**config.mk**
```make
export PLATFORM = sky130hd
export DESIGN_NAME = divide_and_float_unpack
export DESIGN_NICKNAME = d
export VERILOG_FILES = /design/src/hdl/divide_and_float_unpack_pkg.sv /design/src/hdl/divide_and_float_unpack.sv
export VERILOG_INCLUDE_DIRS = /design/src /design/src/hdl
export SDC_FILE = /design/constraint.sdc
export NUM_CORES = 1
export LEC_CHECK = 0
export ABC_AREA = 1
export BUFFER_PORTS_ARGS = -buffer_cell sky130_fd_sc_hd__buf_4
export CORE_UTILIZATION = 35
export CTS_BUF_LIST = sky130_fd_sc_hd__clkbuf_8
export DETAILED_ROUTE_END_ITERATION = 16
export PLACE_DENSITY = 0.59
export SLEW_MARGIN = 10
export SYNTH_ARGS = -nofsm -noshare
export SYNTH_HDL_FRONTEND = slang
export SYNTH_SLANG_ARGS = --single-unit
```
**constraint.sdc**
```tcl
create_clock -name mclk -period 5.5 [get_ports mclk]
set_clock_uncertainty 0.2 [all_clocks]
set_input_delay 1.1 -clock mclk [delete_from_list [all_inputs] [get_ports mclk]]
set_output_delay 1.1 -clock mclk [all_outputs]
set_load 0.01 [all_outputs]
```
**src/hdl/divide_and_float_unpack_map.svh**
```systemverilog
// Offsets, field positions, reset values and counts for the divide unit
`ifndef DIVIDE_AND_FLOAT_UNPACK_MAP_SVH
`define DIVIDE_AND_FLOAT_UNPACK_MAP_SVH

`define DFU_WORD_W 48
`define DFU_SIGN_BIT 47
`define DFU_EXP_HI 46
`define DFU_EXP_LO 36
`define DFU_FRAC_HI 35
`define DFU_EXP_W 11
`define DFU_EXP_BIAS 11'h400
`define DFU_CNT_W 11
`define DFU_STEPS_FIXED 11'h030
`define DFU_STEPS_FLOAT 11'h024

`define DFU_ADDR_W 4
`define DFU_REG_ACC 4'h0
`define DFU_REG_QUO 4'h1
`define DFU_REG_DIVISOR 4'h2
`define DFU_REG_COMMAND 4'h3
`define DFU_REG_STATUS 4'h4
`define DFU_REG_EXPONENTS 4'h5

`define DFU_CMD_LO 0
`define DFU_CMD_HI 2
`define DFU_ST_BUSY 0
`define DFU_ST_FAULT 1
`define DFU_ST_QSIGN 2
`define DFU_ST_DSIGN 3
`define DFU_ST_FLOATPEND 4
`define DFU_ST_ACCGE 5
`define DFU_ST_W 6
`define DFU_CLR_FAULT 1

`endif

```
**src/hdl/divide_and_float_unpack_pkg.sv**
```systemverilog
// Types shared by the divide and unpack unit
package divide_and_float_unpack_pkg;

    typedef enum logic [2:0] {
        CMD_NONE,
        CMD_DIV_INT,
        CMD_DIV_FRAC,
        CMD_DIV_FLOAT,
        CMD_UNPACK
    } cmd_t;

    typedef enum {
        ST_IDLE,
        ST_INIT,
        ST_LOADCQ,
        ST_XFERCNT,
        ST_STEP,
        ST_FAULTCHK,
        ST_FINAL,
        ST_PLACE
    } state_t;

endpackage : divide_and_float_unpack_pkg

```
**src/hdl/divide_and_float_unpack.sv**
```systemverilog
// Iterative divider with sign correction and floating-point unpack
//
// Chosen here: the plain strobed port and the address map.
`timescale 1ns/1ps
`include "divide_and_float_unpack_map.svh"

module divide_and_float_unpack #(
    parameter int WORD_W = `DFU_WORD_W
) (
    input wire logic mclk,
    input wire logic srst,
    input wire logic [`DFU_ADDR_W-1:0] regAddr,
    input wire logic [WORD_W-1:0] regWdata,
    input wire logic regWrite,
    input wire logic regRead,
    output logic [WORD_W-1:0] regRdata,
    output logic busy,
    output logic divideFault,
    output logic floatHandoff,
    output logic opDone
);

    ////////////////////////////////////////////////////////////////////
    // Datapath and sequencing state

    divide_and_float_unpack_pkg::state_t state;
    divide_and_float_unpack_pkg::state_t next_state;
    divide_and_float_unpack_pkg::cmd_t cmd;
    divide_and_float_unpack_pkg::cmd_t next_cmd;

    logic [WORD_W-1:0] acc;
    logic [WORD_W-1:0] next_acc;
    logic [WORD_W-1:0] quo;
    logic [WORD_W-1:0] next_quo;
    logic [WORD_W-1:0] divisor;
    logic [WORD_W-1:0] next_divisor;
    logic [`DFU_CNT_W-1:0] ctlQuantity;
    logic [`DFU_CNT_W-1:0] next_ctlQuantity;
    logic [`DFU_CNT_W-1:0] stepCounter;
    logic [`DFU_CNT_W-1:0] next_stepCounter;
    logic [`DFU_EXP_W-1:0] expReg;
    logic [`DFU_EXP_W-1:0] next_expReg;
    logic quotientSignFlag;
    logic next_quotientSignFlag;
    logic dividendSignFlag;
    logic next_dividendSignFlag;
    logic divideFaultFlag;
    logic next_divideFaultFlag;
    logic floatPending;
    logic next_floatPending;
    logic doneFlag;
    logic next_doneFlag;
    logic [WORD_W-1:0] rdata;
    logic [WORD_W-1:0] next_rdata;

    logic [2*WORD_W-1:0] shifted;
    logic [WORD_W-1:0] partial;
    logic [WORD_W-1:0] opA;
    logic [WORD_W-1:0] opX;
    logic accGe;
    logic [`DFU_CMD_HI:`DFU_CMD_LO] cmdField;

    assign cmdField = regWdata[`DFU_CMD_HI:`DFU_CMD_LO];

    // Partial dividend moved left one place before the trial subtract
    assign shifted = {acc, quo} << 1;
    assign partial = shifted[2*WORD_W-1:WORD_W];

    // Unpack view: whole word complemented when negative
    assign opA = acc[`DFU_SIGN_BIT] ? ~acc : acc;
    assign opX = divisor[`DFU_SIGN_BIT] ? ~divisor : divisor;

    // Biased exponent lets a plain signed compare order float words
    assign accGe = $signed(acc) >= $signed(divisor);

    ////////////////////////////////////////////////////////////////////
    // Next-state logic

    always_comb begin
        next_state = state;
        next_cmd = cmd;
        next_acc = acc;
        next_quo = quo;
        next_divisor = divisor;
        next_ctlQuantity = ctlQuantity;
        next_stepCounter = stepCounter;
        next_expReg = expReg;
        next_quotientSignFlag = quotientSignFlag;
        next_dividendSignFlag = dividendSignFlag;
        next_divideFaultFlag = divideFaultFlag;
        next_floatPending = floatPending;
        next_doneFlag = 1'b0;
        next_rdata = '0;

        // Data and command register writes are taken only while idle so software
        // cannot corrupt a division in flight
        if (regWrite && state == divide_and_float_unpack_pkg::ST_IDLE) begin
            case (regAddr)
                `DFU_REG_ACC: begin
                    next_acc = regWdata;
                end
                `DFU_REG_QUO: begin
                    next_quo = regWdata;
                end
                `DFU_REG_DIVISOR: begin
                    next_divisor = regWdata;
                end
                `DFU_REG_COMMAND: begin
                    if (cmdField != 3'(divide_and_float_unpack_pkg::CMD_NONE)
                        && cmdField <= 3'(divide_and_float_unpack_pkg::CMD_UNPACK)) begin
                        next_cmd = divide_and_float_unpack_pkg::cmd_t'(cmdField);
                        next_floatPending = 1'b0;
                        next_state = divide_and_float_unpack_pkg::ST_INIT;
                    end
                end
                default: begin
                end
            endcase
        end

        // Fault clear may come at any time; a new fault below wins
        if (regWrite && regAddr == `DFU_REG_STATUS
            && regWdata[`DFU_CLR_FAULT]) begin
            next_divideFaultFlag = 1'b0;
        end

        case (state)
            divide_and_float_unpack_pkg::ST_IDLE: begin
            end
            divide_and_float_unpack_pkg::ST_INIT: begin
                if (cmd == divide_and_float_unpack_pkg::CMD_UNPACK) begin
                    // Coefficients to A and X, exponents to U and R
                    next_acc = '0;
                    next_acc[`DFU_FRAC_HI:0] = opA[`DFU_FRAC_HI:0];
                    next_divisor = '0;
                    next_divisor[`DFU_FRAC_HI:0] = opX[`DFU_FRAC_HI:0];
                    // Exponent passed as found: a negative-form zero
                    // only appears if an operand carried it
                    next_expReg = opA[`DFU_EXP_HI:`DFU_EXP_LO];
                    next_stepCounter = opX[`DFU_EXP_HI:`DFU_EXP_LO];
                    next_quotientSignFlag = acc[`DFU_SIGN_BIT]
                        ^ divisor[`DFU_SIGN_BIT];
                    next_dividendSignFlag = acc[`DFU_SIGN_BIT];
                    next_floatPending = 1'b1;
                    next_doneFlag = 1'b1;
                    next_state = divide_and_float_unpack_pkg::ST_IDLE;
                end else begin
                    if (cmd == divide_and_float_unpack_pkg::CMD_DIV_INT) begin
                        // Integer dividend arrives as QA
                        next_acc = quo;
                        next_quo = acc;
                        next_dividendSignFlag = quo[`DFU_SIGN_BIT];
                        if (quo[`DFU_SIGN_BIT]) begin
                            next_acc = ~quo;
                            next_quo = ~acc;
                        end
                    end else begin
                        next_dividendSignFlag = acc[`DFU_SIGN_BIT];
                        if (acc[`DFU_SIGN_BIT]) begin
                            next_acc = ~acc;
                            next_quo = ~quo;
                        end
                    end
                    next_quotientSignFlag = divisor[`DFU_SIGN_BIT]
                        ^ (cmd == divide_and_float_unpack_pkg::CMD_DIV_INT
                           ? quo[`DFU_SIGN_BIT] : acc[`DFU_SIGN_BIT]);
                    if (divisor[`DFU_SIGN_BIT]) begin
                        next_divisor = ~divisor;
                    end
                    next_state = divide_and_float_unpack_pkg::ST_LOADCQ;
                end
            end
            divide_and_float_unpack_pkg::ST_LOADCQ: begin
                next_ctlQuantity =
                    (cmd == divide_and_float_unpack_pkg::CMD_DIV_FLOAT)
                    ? `DFU_STEPS_FLOAT : `DFU_STEPS_FIXED;
                next_state = divide_and_float_unpack_pkg::ST_XFERCNT;
            end
            divide_and_float_unpack_pkg::ST_XFERCNT: begin
                next_stepCounter = ctlQuantity;
                next_state = divide_and_float_unpack_pkg::ST_STEP;
            end
            divide_and_float_unpack_pkg::ST_STEP: begin
                next_quo = shifted[WORD_W-1:0];
                if (partial >= divisor) begin
                    next_acc = partial - divisor;
                    next_quo[0] = 1'b1;
                end else begin
                    next_acc = partial;
                end
                next_stepCounter = stepCounter - `DFU_CNT_W'(1);
                if (stepCounter == `DFU_CNT_W'(1)) begin
                    next_state = divide_and_float_unpack_pkg::ST_FAULTCHK;
                end
            end
            divide_and_float_unpack_pkg::ST_FAULTCHK: begin
                // Quotient needing more than 47 bits lands in the sign
                if (quo[`DFU_SIGN_BIT]) begin
                    next_divideFaultFlag = 1'b1;
                end
                next_state = divide_and_float_unpack_pkg::ST_FINAL;
            end
            divide_and_float_unpack_pkg::ST_FINAL: begin
                if (quotientSignFlag) begin
                    next_quo = ~quo;
                end
                if (dividendSignFlag) begin
                    next_acc = ~acc;
                end
                next_state = divide_and_float_unpack_pkg::ST_PLACE;
            end
            divide_and_float_unpack_pkg::ST_PLACE: begin
                next_acc = quo;
                next_quo = acc;
                // Round and normalize live outside this block
                if (cmd == divide_and_float_unpack_pkg::CMD_DIV_FLOAT) begin
                    next_floatPending = 1'b1;
                end
                next_doneFlag = 1'b1;
                next_state = divide_and_float_unpack_pkg::ST_IDLE;
            end
            default: begin
                next_state = divide_and_float_unpack_pkg::ST_IDLE;
            end
        endcase

        if (regRead) begin
            case (regAddr)
                `DFU_REG_ACC: begin
                    next_rdata = acc;
                end
                `DFU_REG_QUO: begin
                    next_rdata = quo;
                end
                `DFU_REG_DIVISOR: begin
                    next_rdata = divisor;
                end
                `DFU_REG_COMMAND: begin
                    next_rdata[`DFU_CMD_HI:`DFU_CMD_LO] = 3'(cmd);
                end
                `DFU_REG_STATUS: begin
                    next_rdata[`DFU_ST_BUSY] =
                        state != divide_and_float_unpack_pkg::ST_IDLE;
                    next_rdata[`DFU_ST_FAULT] = divideFaultFlag;
                    next_rdata[`DFU_ST_QSIGN] = quotientSignFlag;
                    next_rdata[`DFU_ST_DSIGN] = dividendSignFlag;
                    next_rdata[`DFU_ST_FLOATPEND] = floatPending;
                    next_rdata[`DFU_ST_ACCGE] = accGe;
                end
                `DFU_REG_EXPONENTS: begin
                    next_rdata[`DFU_EXP_W-1:0] = expReg;
                    next_rdata[2*`DFU_EXP_W-1:`DFU_EXP_W] = stepCounter;
                end
                default: begin
                end
            endcase
        end
    end

    ////////////////////////////////////////////////////////////////////
    // Registers

    always_ff @(posedge mclk) begin
        if (srst) begin
            state <= divide_and_float_unpack_pkg::ST_IDLE;
            cmd <= divide_and_float_unpack_pkg::CMD_NONE;
            acc <= '0;
            quo <= '0;
            divisor <= '0;
            ctlQuantity <= '0;
            stepCounter <= '0;
            expReg <= `DFU_EXP_BIAS;
            quotientSignFlag <= 1'b0;
            dividendSignFlag <= 1'b0;
            divideFaultFlag <= 1'b0;
            floatPending <= 1'b0;
            doneFlag <= 1'b0;
            rdata <= '0;
        end else begin
            state <= next_state;
            cmd <= next_cmd;
            acc <= next_acc;
            quo <= next_quo;
            divisor <= next_divisor;
            ctlQuantity <= next_ctlQuantity;
            stepCounter <= next_stepCounter;
            expReg <= next_expReg;
            quotientSignFlag <= next_quotientSignFlag;
            dividendSignFlag <= next_dividendSignFlag;
            divideFaultFlag <= next_divideFaultFlag;
            floatPending <= next_floatPending;
            doneFlag <= next_doneFlag;
            rdata <= next_rdata;
        end
    end

    ////////////////////////////////////////////////////////////////////
    // Outputs, each a flip-flop

    always_ff @(posedge mclk) begin
        if (srst) begin
            busy <= 1'b0;
            divideFault <= 1'b0;
            floatHandoff <= 1'b0;
        end else begin
            busy <= next_state != divide_and_float_unpack_pkg::ST_IDLE;
            divideFault <= next_divideFaultFlag;
            floatHandoff <= next_floatPending;
        end
    end

    assign regRdata = rdata;
    assign opDone = doneFlag;

endmodule : divide_and_float_unpack

```
# Word-level counts from Yosys, hierarchy flattened
# Index checks and enable logic that the tools add are counted.
classes:
  eq_ne: 19
  add_sub_neg: 2
  muxes: 52
  n_reduce_logical: 15
  bitwise_logic: 6
  n_lt_le_gt_ge: 3
op_table:
  columns: ["operator", "count"]
  rows:
  - ["two-way mux 48 bit", 20]
  - ["case mux 48 bit (4 select lines)", 2]
  - ["case mux 32 bit (7 select lines)", 1]
  - ["NOT 48 bit", 3]
  - ["equality test 32 x 3 -> 1 bit, second input constant", 4]
  - ["two-way mux 32 bit", 4]
  - [">= comparator 48 bit", 2]
  - ["two-way mux 47 bit", 2]
  - ["case mux 26 bit (3 select lines)", 1]
  - ["equality test 32 x 2 -> 1 bit, second input constant", 2]
  - ["zero test 32 bit", 2]
  - ["case mux 16 bit (4 select lines)", 1]
  - ["nonzero test 32 bit", 2]
  - ["subtractor 48 bit", 1]
  - ["case mux 11 bit (3 select lines)", 1]
  - ["equality test 32 x 1 -> 1 bit, second input constant", 1]
  - ["case mux 3 bit (6 select lines)", 1]
  - ["case mux 3 bit (5 select lines)", 1]
  - ["two-way mux 1 bit", 13]
  - ["equality test 11 x 1 -> 1 bit, second input constant", 1]
  - ["two-way mux 11 bit", 1]
  - ["subtractor 11 x 1 -> 11 bit, second input constant", 1]
  - ["equality test 4 x 2 -> 1 bit, second input constant", 2]
  - ["equality test 4 x 3 -> 1 bit, second input constant", 2]
  - ["18 further kinds", 26]
totals:
  register_bits: 266
  input_bits: 56
  out_inout_bits: 52
  elab_cells: 114

# Longest topological paths before layout
# Gate-level depths: netlist of run 1.
logic_depth:
  ltp_word: 8
  ltp_mapped: 20
  ltp_nobuf: 18

# Least setup slack after synthesis of run 1
# No wires, ideal clock.
synth_path:
  kind: "reg2reg"
  startpoint: "register quo[47]"
  endpoint: "register acc[10]"
  path_stages_with_launch: 19
  t_arrival_ns: 2.553
  required_time_ns: 5.168
  slack_ns: 2.615
  n_path_buf: 2
  setup_ns: 0.132
  period_less_slack_ns: 2.885
  path_cell_list: "dfxtp_1 -> inv_1 -> clkbuf_1 -> ha_1 -> inv_1 -> fa_1 -> nand2_1 -> nand3_1 -> nand3_1 -> nand2_1 -> nand2_1 -> nand3_1 -> nand2_1 -> clkbuf_1 -> nand4_1 -> nand3_1 -> nand3_1 -> nand2_1 -> a21oi_1"
synth_between:
  elab_chain_len: 4
  elab_cells_between_ends: 7
  classes_between: "1 x add/sub; 1 x order compare; 5 x mux"
synth_lines:
  columns: ["element", "line_no", "rtl"]
  rows:
  - ["start: declaration", "divide_and_float_unpack.sv:33", "logic [WORD_W-1:0] quo;"]
  - ["start signal: assignment", "divide_and_float_unpack.sv:283", "quo <= next_quo;"]
  - ["branches (longest 3 deep; another with subtractor 48 bit)", null, null]
  - ["case mux 48 bit (4 select lines) *", "divide_and_float_unpack.sv:127", "case (state)"]
  - ["end signal: assignment", "divide_and_float_unpack.sv:282", "acc <= next_acc;"]
  - ["end: declaration", "divide_and_float_unpack.sv:31", "logic [WORD_W-1:0] acc;"]
# Mark *: on every way between the ends.
# A chain may end at the register's enable or synchronous reset.

# Final worst setup path of run 1
layout_path:
  startpoint: "register state[6]"
  endpoint: "register quo[22]"
layout_between:
  elab_chain_len: 7
  elab_cells_between_ends: 12
  classes_between: "4 x eq/ne; 6 x mux; 2 x reduce/logical"
layout_lines:
  columns: ["element", "line_no", "rtl"]
  rows:
  - ["start: declaration", "divide_and_float_unpack.sv:26", "divide_and_float_unpack_pkg::state_t state;"]
  - ["start signal: assignment", "divide_and_float_unpack.sv:265", "state <= divide_and_float_unpack_pkg::ST_IDLE;"]
  - ["start signal: assignment", "divide_and_float_unpack.sv:280", "state <= next_state;"]
  - ["zero test 32 bit", "divide_and_float_unpack.sv:97", "if (regWrite && state == divide_and_float_unpack_pkg::ST_IDLE) begin"]
  - ["logical AND 1 bit", "divide_and_float_unpack.sv:97", null]
  - ["two-way mux 48 bit", "divide_and_float_unpack.sv:97", null]
  - ["two-way mux 48 bit", "divide_and_float_unpack.sv:159", "if (acc[`DFU_SIGN_BIT]) begin"]
  - ["two-way mux 48 bit", "divide_and_float_unpack.sv:148", "if (cmd == divide_and_float_unpack_pkg::CMD_DIV_INT) begin"]
  - ["two-way mux 48 bit", "divide_and_float_unpack.sv:131", "if (cmd == divide_and_float_unpack_pkg::CMD_UNPACK) begin"]
  - ["case mux 48 bit (4 select lines) *", "divide_and_float_unpack.sv:127", null]
# Every way passes the cells marked *; elsewhere a longest branch is shown, timed or not.

==> flow_metrics.py, run 1 <==
metrics = {
    "yosys": {
        "netlist_area_mm2": 0.0254,
        "synth_cells": 4596,
        "yosys_warnings": 0,
        "synth_sequential_area_ratio": 0.203,
        "synth_edf_count": 0,
        "synth_common_cells": "1455 x sky130_fd_sc_hd__nand2_1, 689 x sky130_fd_sc_hd__inv_1, 345 x sky130_fd_sc_hd__nand3_1",
        "synth.top_cells.by_area": "sky130_fd_sc_hd__nand2_1 22%, sky130_fd_sc_hd__dfxtp_1 20%, sky130_fd_sc_hd__inv_1 10%",
        "synth_top_cell_area_share": 0.215,
        "synth-main-ff-cell": "sky130_fd_sc_hd__dfxtp_1",
        "async_reset_ff_frac": 0,
        "post-synth-top-count-cell": "sky130_fd_sc_hd__nand2_1",
        "syn_area_per_cell_um2": 5.52,
        "cell_taking_the_most_area_after_synthesis": "sky130_fd_sc_hd__nand2_1",
        "ys_ff_latch": 258,
        "synth_cell_type_count": 47,
    },
    "worst_setup_path": {
        "worst-endpoint-required_ns": 5.87,
        "path_class": "register to register",
        "reg2regPathDepth": 11,
        "worst-endpoint-arrival_ns": 4.29,
        "critical_path_capture_point_type": "register",
        "worst-path-max-fanout": 34,
        "timing.critical_path.from_type": "register",
    },
    "cells_and_area": {
        "post_synthesis_to_final_layout_area_growth_pct": 10.5,
        "post_layout_inst_area_mm2": 0.0281,
        "num-fill-cells": 8050,
        "final_nets": 4720,
        "post_route_cells_drive_above_1_share": 0.0662,
    },
    "power_and_ir_drop": {
        "power.internal_mw": 3.09,
        "share_clk_of_total_power": 0.518,
        "power.ir.vdd_worst_mv": 0.153,
        "seq_power_share": 0.442,
        "p_leak_nw": 14.3,
        "total_power_mw": 4.26,
        "net-switching-power_mw": 1.17,
        "comb_power_share": 0.040,
        "power.density_mw_per_mm2": 152,
        "swShare": 0.275,
    },
    "grt": {
        "grt_antenna_before_repair": 0,
        "global_route_wire_length_before_repair_um": 165000,
        "vias_in_the_first_global_route": 27400,
        "grt_start_max_net_pins": 112,
        "met1_usage": 0.402,
        "groute.usage.overall": 0.285,
        "grt_peak_use_layer": "met2",
        "grt_overflow": 0,
        "globalRouteMet3Util": 0.0462,
        "grt.met2_usage": 0.437,
    },
    "routing": {
        "drt.antenna.violating_nets": 0,
        "tritonroute_pass_1_iters": 7,
        "drc": 0,
        "drt-total-wl_um": 108000,
        "via_count": 30700,
        "post_drt_wl_per_cell_um": 19.5,
        "count_of_routing_violations_after_the_opening_detailed_route_iteration": 3831,
        "ratio_of_routed_vias_to_standard_cells": 5.53,
    },
    "timing": {
        "fin_crit_ns": 3.92,
        "finalCritPeriodShare": 0.712,
        "fin_worst_hold_slack_ns": 0.278,
        "setup_viol": 0,
        "slew-limit-headroom": 0.238,
        "max_freq_mhz": 255,
        "fin_setup_tns_ns": 0,
        "drv_slew": 0,
        "grt_setup_unrepaired": "no",
        "finalHoldViolCount": 0,
        "worstMarginPinSlew_ns": 1.14,
    },
    "clock_network": {
        "htree_num_levels": 2,
        "clock_tree.buffer_depth": 3,
        "clkLatencyLatePin_ns": 0.70,
        "cts.reportedPaths.clkPinSlew_ns": 0.07,
        "cts_made_buffers": 51,
        "cts_repair_resized_insts": 0,
        "cts_root_buffer": "sky130_fd_sc_hd__clkbuf_8",
        "cts-hold-fix-buffers": 0,
        "tritoncts": "yes",
        "clock_sinks": 258,
        "postCtsSetupBuffers": 0,
    },
    "floorplan": {
        "fp.coreArea_mm2": 0.0716,
        "fp-row-count": 98,
        "initial_core_util": 0.355,
        "chipHeight_um": 271,
        "design.die.area_mm2": 0.0736,
        "die_w_um": 271,
        "io-pin-count": 108,
    },
    "placed_design": {
        "detailed_place.area_mm2": 0.0269,
        "dp_hpwl_um": 74800,
        "gp_congestion": 1.04,
        "io_buffer_count": 107,
    },
    "min_path": {
        "min_delay_path_depth": 2,
        "worstHoldPathType": "register to register",
    },
    "run": {
        "maxCapViolations": 0,
    },
    "run_status": {
        "status": "complete, no violations",
    },
}
==> cell type report <==
cell class / count / area, um^2 / area share
antenna: 1 / 2.50 / 0.0000892
clock buffer: 68 / 936 / 0.0334
clock inverter: 27 / 178 / 0.00633
inverter: 702 / 2650 / 0.0943
multi-input combinational: 3384 / 16600 / 0.592
sequential: 258 / 5170 / 0.184
tap: 950 / 1190 / 0.0424
timing repair buffer: 168 / 1320 / 0.0472
==> metrics by stage <==
| step | setup WS [ns] | util | cells |
|---|---|---|---|
| 6_report | 1.58 | 0.392 | 5558 |
| 5_1_grt | 1.34 | 0.392 | 5557 |
| 4_1_cts | 1.61 | 0.392 | 5557 |
| 3_5_place_dp | 1.53 | 0.376 | 5462 |
| 3_3_place_gp | 1.59 | 0.376 | 5462 |
| 2_1_floorplan | 2.61 | - | 4624 |
==> cell families after synthesis <==
logic type               count (synthesis)  share of synthesized area
AND/OR/NAND/NOR                       2266                      0.372
adder cells (fa/ha/maj)                 99                     0.0491
other                                    1                   0.000148
XOR/XNOR                                32                     0.0110
flip-flops                             258                      0.203
AO/OA/AOI/OAI                          958                      0.213
buffers and inverters                  982                      0.151
==> critical path, cell delays in order (launching register included) <==
cell and delay, ns:
sky130_fd_sc_hd__dfxtp_1 0.30, sky130_fd_sc_hd__nor2_1 0.11, sky130_fd_sc_hd__nand2_1 0.21, sky130_fd_sc_hd__nor4_1 0.37, sky130_fd_sc_hd__nand2_2 0.68, sky130_fd_sc_hd__nand4_2 0.60, sky130_fd_sc_hd__o211ai_4 0.45, sky130_fd_sc_hd__buf_4 0.42
sky130_fd_sc_hd__a21oi_1 0.20, sky130_fd_sc_hd__nand3_1 0.08, sky130_fd_sc_hd__nand2_1 0.06, sky130_fd_sc_hd__inv_1 0.05
==> final timing paths <==
kind	start	endpoint	slack, ns
worst max-delay path	state[6]	quo[22]	1.58
worst min-delay path	ctlQuantity[2]	ctlQuantity[2]	0.28
worst max register to register	state[6]	quo[22]	1.58
worst min register to register	ctlQuantity[2]	ctlQuantity[2]	0.28
==> sequential cells by signal (all words and copies together), names as in the netlist <==
name              flops
acc                  48
busy                  1
cmd                   3
ctlQuantity           3
divideFault           1
dividendSignFlag      1
divisor              48
expReg               11
floatHandoff          1
opDone                1
quo                  48
quotientSignFlag      1
regRdata             48
state                32
stepCounter          11
==> cells in the final DEF, fill, tap and decap left out, types with 47 or more instances in the layout <==
master,synthesis,routed
sky130_fd_sc_hd__nand2_1,1455,1451
sky130_fd_sc_hd__inv_1,689,696
sky130_fd_sc_hd__nand3_1,345,344
sky130_fd_sc_hd__a21oi_1,321,321
sky130_fd_sc_hd__o21ai_0,309,309
sky130_fd_sc_hd__dfxtp_1,258,255
sky130_fd_sc_hd__nor2_1,250,244
sky130_fd_sc_hd__buf_4,6,163
sky130_fd_sc_hd__nand4_1,115,115
sky130_fd_sc_hd__ha_1,98,98
sky130_fd_sc_hd__o22ai_1,80,80
sky130_fd_sc_hd__clkbuf_8,0,68
sky130_fd_sc_hd__nor3_1,68,67
sky130_fd_sc_hd__o211ai_1,55,55
sky130_fd_sc_hd__a31oi_1,55,54
sky130_fd_sc_hd__o21ai_1,47,47
==> metal layers <==
layer  wire, um  share of wire  vias up
li1           -              -    14900
met4       3430          0.032        0
met5          0              0        -
met1      47900           0.44    13900
met2      46000           0.42     1633
met3      10900           0.10      272
==> power by group through the flow <==
stage | clock network [mW] | logic (mW) | registers [mW]
after global placement | 0 | 0.165 | 1.92
final | 2.20 | 0.171 | 1.88
after detailed placement | 0 | 0.164 | 1.92
after CTS | 2.23 | 0.165 | 1.88
after global routing | 2.31 | 0.180 | 1.88
after floorplan | 0 | 0.0734 | 1.92
(Power assumes the default switching activity.)
==> run 2, diff against run 1 <==
ABC_AREA = 0   (was 1)
clock period = 4.09 ns   (was 5.5 ns; I/O delays follow)
==> run 2 against run 1 <==
  * Register-to-register slack lost 1.2 ns
  * Critical path depth rose by 4
  * Combinational power grew 20%
  * Largest cell class unchanged
  * Largest power group unchanged
==> flow_metrics.py, run 2 <==
metrics = {
    "run_status": {
        "status": "complete, no violations",
    },
    "clock_network": {
        "postCtsSetupBuffers": 0,
        "cts.reportedPaths.clkPinSlew_ns": 0.06,
        "clock_sinks": 258,
        "htree_num_levels": 2,
        "cts_root_buffer": "sky130_fd_sc_hd__clkbuf_8",
        "cts_repair_resized_insts": 0,
        "tritoncts": "yes",
        "clkLatencyLatePin_ns": 0.72,
        "cts-hold-fix-buffers": 0,
        "clock_tree.buffer_depth": 3,
        "cts_made_buffers": 51,
    },
    "yosys": {
        "netlist_area_mm2": 0.0218,
        "syn_area_per_cell_um2": 6.79,
        "synth_edf_count": 0,
        "post-synth-top-count-cell": "sky130_fd_sc_hd__nand2_1",
        "synth_cell_type_count": 84,
        "synthMuxAreaShare": 0.0303,
        "synth-compound-area-share": 0.329,
        "ys_ff_latch": 258,
        "yosys_warnings": 0,
        "synthAdderAreaFrac": 0.0571,
        "synth.top_cells.by_area": "sky130_fd_sc_hd__dfxtp_1 24%, sky130_fd_sc_hd__a21oi_1 8.6%, sky130_fd_sc_hd__nand2_1 7.7%",
        "synth-main-ff-cell": "sky130_fd_sc_hd__dfxtp_1",
        "synth_cells": 3215,
        "xor_xnor_share_of_the_synthesized_area": 0.0461,
        "synth_top_cell_area_share": 0.237,
        "synth_top_family_by_area": "compound AO/OA/AOI/OAI gates",
        "cell_taking_the_most_area_after_synthesis": "sky130_fd_sc_hd__dfxtp_1",
        "yosys.area_share.simple": 0.226,
        "synth_common_cells": "449 x sky130_fd_sc_hd__nand2_1, 376 x sky130_fd_sc_hd__a21oi_1, 324 x sky130_fd_sc_hd__o21ai_0",
        "synth_sequential_area_ratio": 0.237,
        "async_reset_ff_frac": 0,
    },
    "worst_setup_path": {
        "worst-path-max-fanout": 4,
        "max_stage_delay_ns": 0.43,
        "worst-endpoint-required_ns": 4.51,
        "ff2ff_setup_slack_ns": 0.38,
        "worst_r2r_startpoint": "quo[47]",
        "cp_slowest_cell": "sky130_fd_sc_hd__fa_1",
        "critical_path_capture_point_type": "register",
        "critical_path_cell_sequence": "inv_1 > ha_1 > inv_1 > fa_1 > a211oi_2 > o21bai_1 > a211oi_2 > a211oi_1 > buf_4 > nand3_1 > a21oi_1 > o41ai_1 > xnor2_1 > a221oi_1 > a311oi_1",
        "r2r_end": "acc[42]",
        "reg2regPathDepth": 15,
        "worst-endpoint-arrival_ns": 4.13,
        "path_class": "register to register",
        "timing.critical_path.from_type": "register",
    },
    "routing": {
        "count_of_routing_violations_after_the_opening_detailed_route_iteration": 2698,
        "via_count": 24800,
        "drc": 0,
        "drt-total-wl_um": 93400,
        "drt.antenna.violating_nets": 0,
        "post_drt_wl_per_cell_um": 22.9,
        "ratio_of_routed_vias_to_standard_cells": 6.08,
        "tritonroute_pass_1_iters": 8,
    },
    "timing": {
        "slew-limit-headroom": 0.441,
        "finalCritPeriodShare": 0.908,
        "setup_viol": 0,
        "fin_crit_ns": 3.71,
        "fin_worst_hold_slack_ns": 0.222,
        "worstMarginPinSlew_ns": 0.830,
        "fin_setup_tns_ns": 0,
        "grt_setup_unrepaired": "no",
        "drv_slew": 0,
        "max_freq_mhz": 269,
        "finalHoldViolCount": 0,
    },
    "power_and_ir_drop": {
        "power.density_mw_per_mm2": 243,
        "comb_power_share": 0.034,
        "share_clk_of_total_power": 0.545,
        "net-switching-power_mw": 1.56,
        "seq_power_share": 0.421,
        "power.internal_mw": 4.46,
        "swShare": 0.259,
        "power.ir.vdd_worst_mv": 0.249,
        "p_leak_nw": 9.68,
    },
    "cells_and_area": {
        "final_nets": 3356,
        "num-fill-cells": 6621,
        "most_common_cell_after_layout_fill_and_taps_aside": "sky130_fd_sc_hd__nand2_1",
        "post_synthesis_to_final_layout_area_growth_pct": 13.6,
        "fin_util": 0.402,
        "most-common-layout-cells": "447 x sky130_fd_sc_hd__nand2_1, 376 x sky130_fd_sc_hd__a21oi_1, 324 x sky130_fd_sc_hd__o21ai_0",
        "post_route_cells_drive_above_1_share": 0.126,
    },
    "floorplan": {
        "io-pin-count": 108,
        "fp.coreArea_mm2": 0.0617,
        "chipHeight_um": 252,
        "initial_core_util": 0.354,
        "design.die.area_mm2": 0.0634,
        "fp-row-count": 91,
        "die_w_um": 252,
    },
    "grt": {
        "grt_overflow": 0,
        "grt_antenna_before_repair": 3,
        "grt_start_max_net_pins": 71,
        "vias_in_the_first_global_route": 23000,
        "groute.usage.overall": 0.287,
        "global_route_wire_length_before_repair_um": 142000,
    },
    "min_path": {
        "worst_hold_startpoint": "regWdata[47]",
        "worstHoldPathType": "input pin to register",
        "worst_hold_path.endpoint": "divisor[47]",
        "min_delay_path_depth": 3,
    },
    "placed_design": {
        "gp_congestion": 1.02,
        "dp_hpwl_um": 63400,
        "io_buffer_count": 107,
    },
    "run": {
        "maxCapViolations": 0,
    },
}
[run 2: cell types whose count changed after synthesis, sizes merged, moves of 37 or more]
cell,delta
nand2,-1006
inv,-633
nand3,-267
nand4,-92
o22ai,-71
mux2i,+65
nor2,+60
a211oi,+58
clkbuf,+56
a21oi,+54
xnor2,+49
a22oi,+48
a21o,+39
a31o,+37
[run 2: logic make-up after synthesis]
group | after synthesis
AO/OA/AOI/OAI | 1179
XOR/XNOR | 115
multiplexers | 66
buffers and inverters | 394
adder cells (fa/ha/maj) | 99
flip-flops | 258
AND/OR/NAND/NOR | 1103
other | 1
[run 2: stage by stage]
step / instances / power, mW / setup WS (ns) / area (um^2)
after floorplan: 3243 / 2.66 / 0.587 / 21900
after global placement: 3985 / 2.79 / 0.468 / 23500
after detailed placement: 3985 / 2.79 / 0.463 / 23500
after CTS: 4078 / 6.06 / 0.407 / 24800
after global routing: 4080 / 6.18 / 0.124 / 24800
final: 4080 / 6.02 / 0.376 / 24800
[run 2: how the worst max path moves through the flow]
stage               startpoint      end  slack [ns]  cells after the start
floorplan              quo[47]  acc[30]        0.59                     15
global placement    regAddr[0]  acc[16]        0.47                     10
detailed placement  regAddr[3]  acc[40]        0.46                     12
CTS                    quo[47]  acc[25]        0.41                     15
global route           quo[47]  acc[27]        0.12                     16
finish                 quo[47]  acc[42]        0.38                     15
[run 2: cell type report]
cell class	instances	area, um^2	share of cell area
Multi-Input combinational cell	2591	15200	0.614
Sequential cell	258	5170	0.209
Timing Repair Buffer	234	1860	0.0750
Tap cell	837	1050	0.0422
Clock buffer	63	867	0.0350
Clock inverter	30	379	0.0153
Inverter	65	244	0.00984
Antenna cell	2	5.00	0.000202
[run 2: metal layers]
layer	routed length (um)	vias up	global-route usage
li1	-	11500	-
met5	12	-	0
met3	8420	300	0.0546
met2	42600	1279	0.464
met4	4590	2	0.141
met1	37800	11700	0.366
[run 2: critical path, delay by kind of cell, from the launching register on]
| kind | cells | cell delay [ns] |
|---|---|---|
| compound gates | 8 | 1.72 |
| xor+xnor | 1 | 0.20 |
| fa+ha+maj | 2 | 0.61 |
| buf+inv | 3 | 0.37 |
| flops | 1 | 0.34 |
| simple gates | 1 | 0.16 |
[run 2: power by group through the flow]
stage	Sequential [mW]	Combinational (mW)	Clock [mW]
after detailed placement	2.59	0.200	0
after global routing	2.53	0.215	3.44
after floorplan	2.59	0.0720	0
after CTS	2.53	0.200	3.33
after global placement	2.59	0.200	0
final	2.53	0.206	3.28
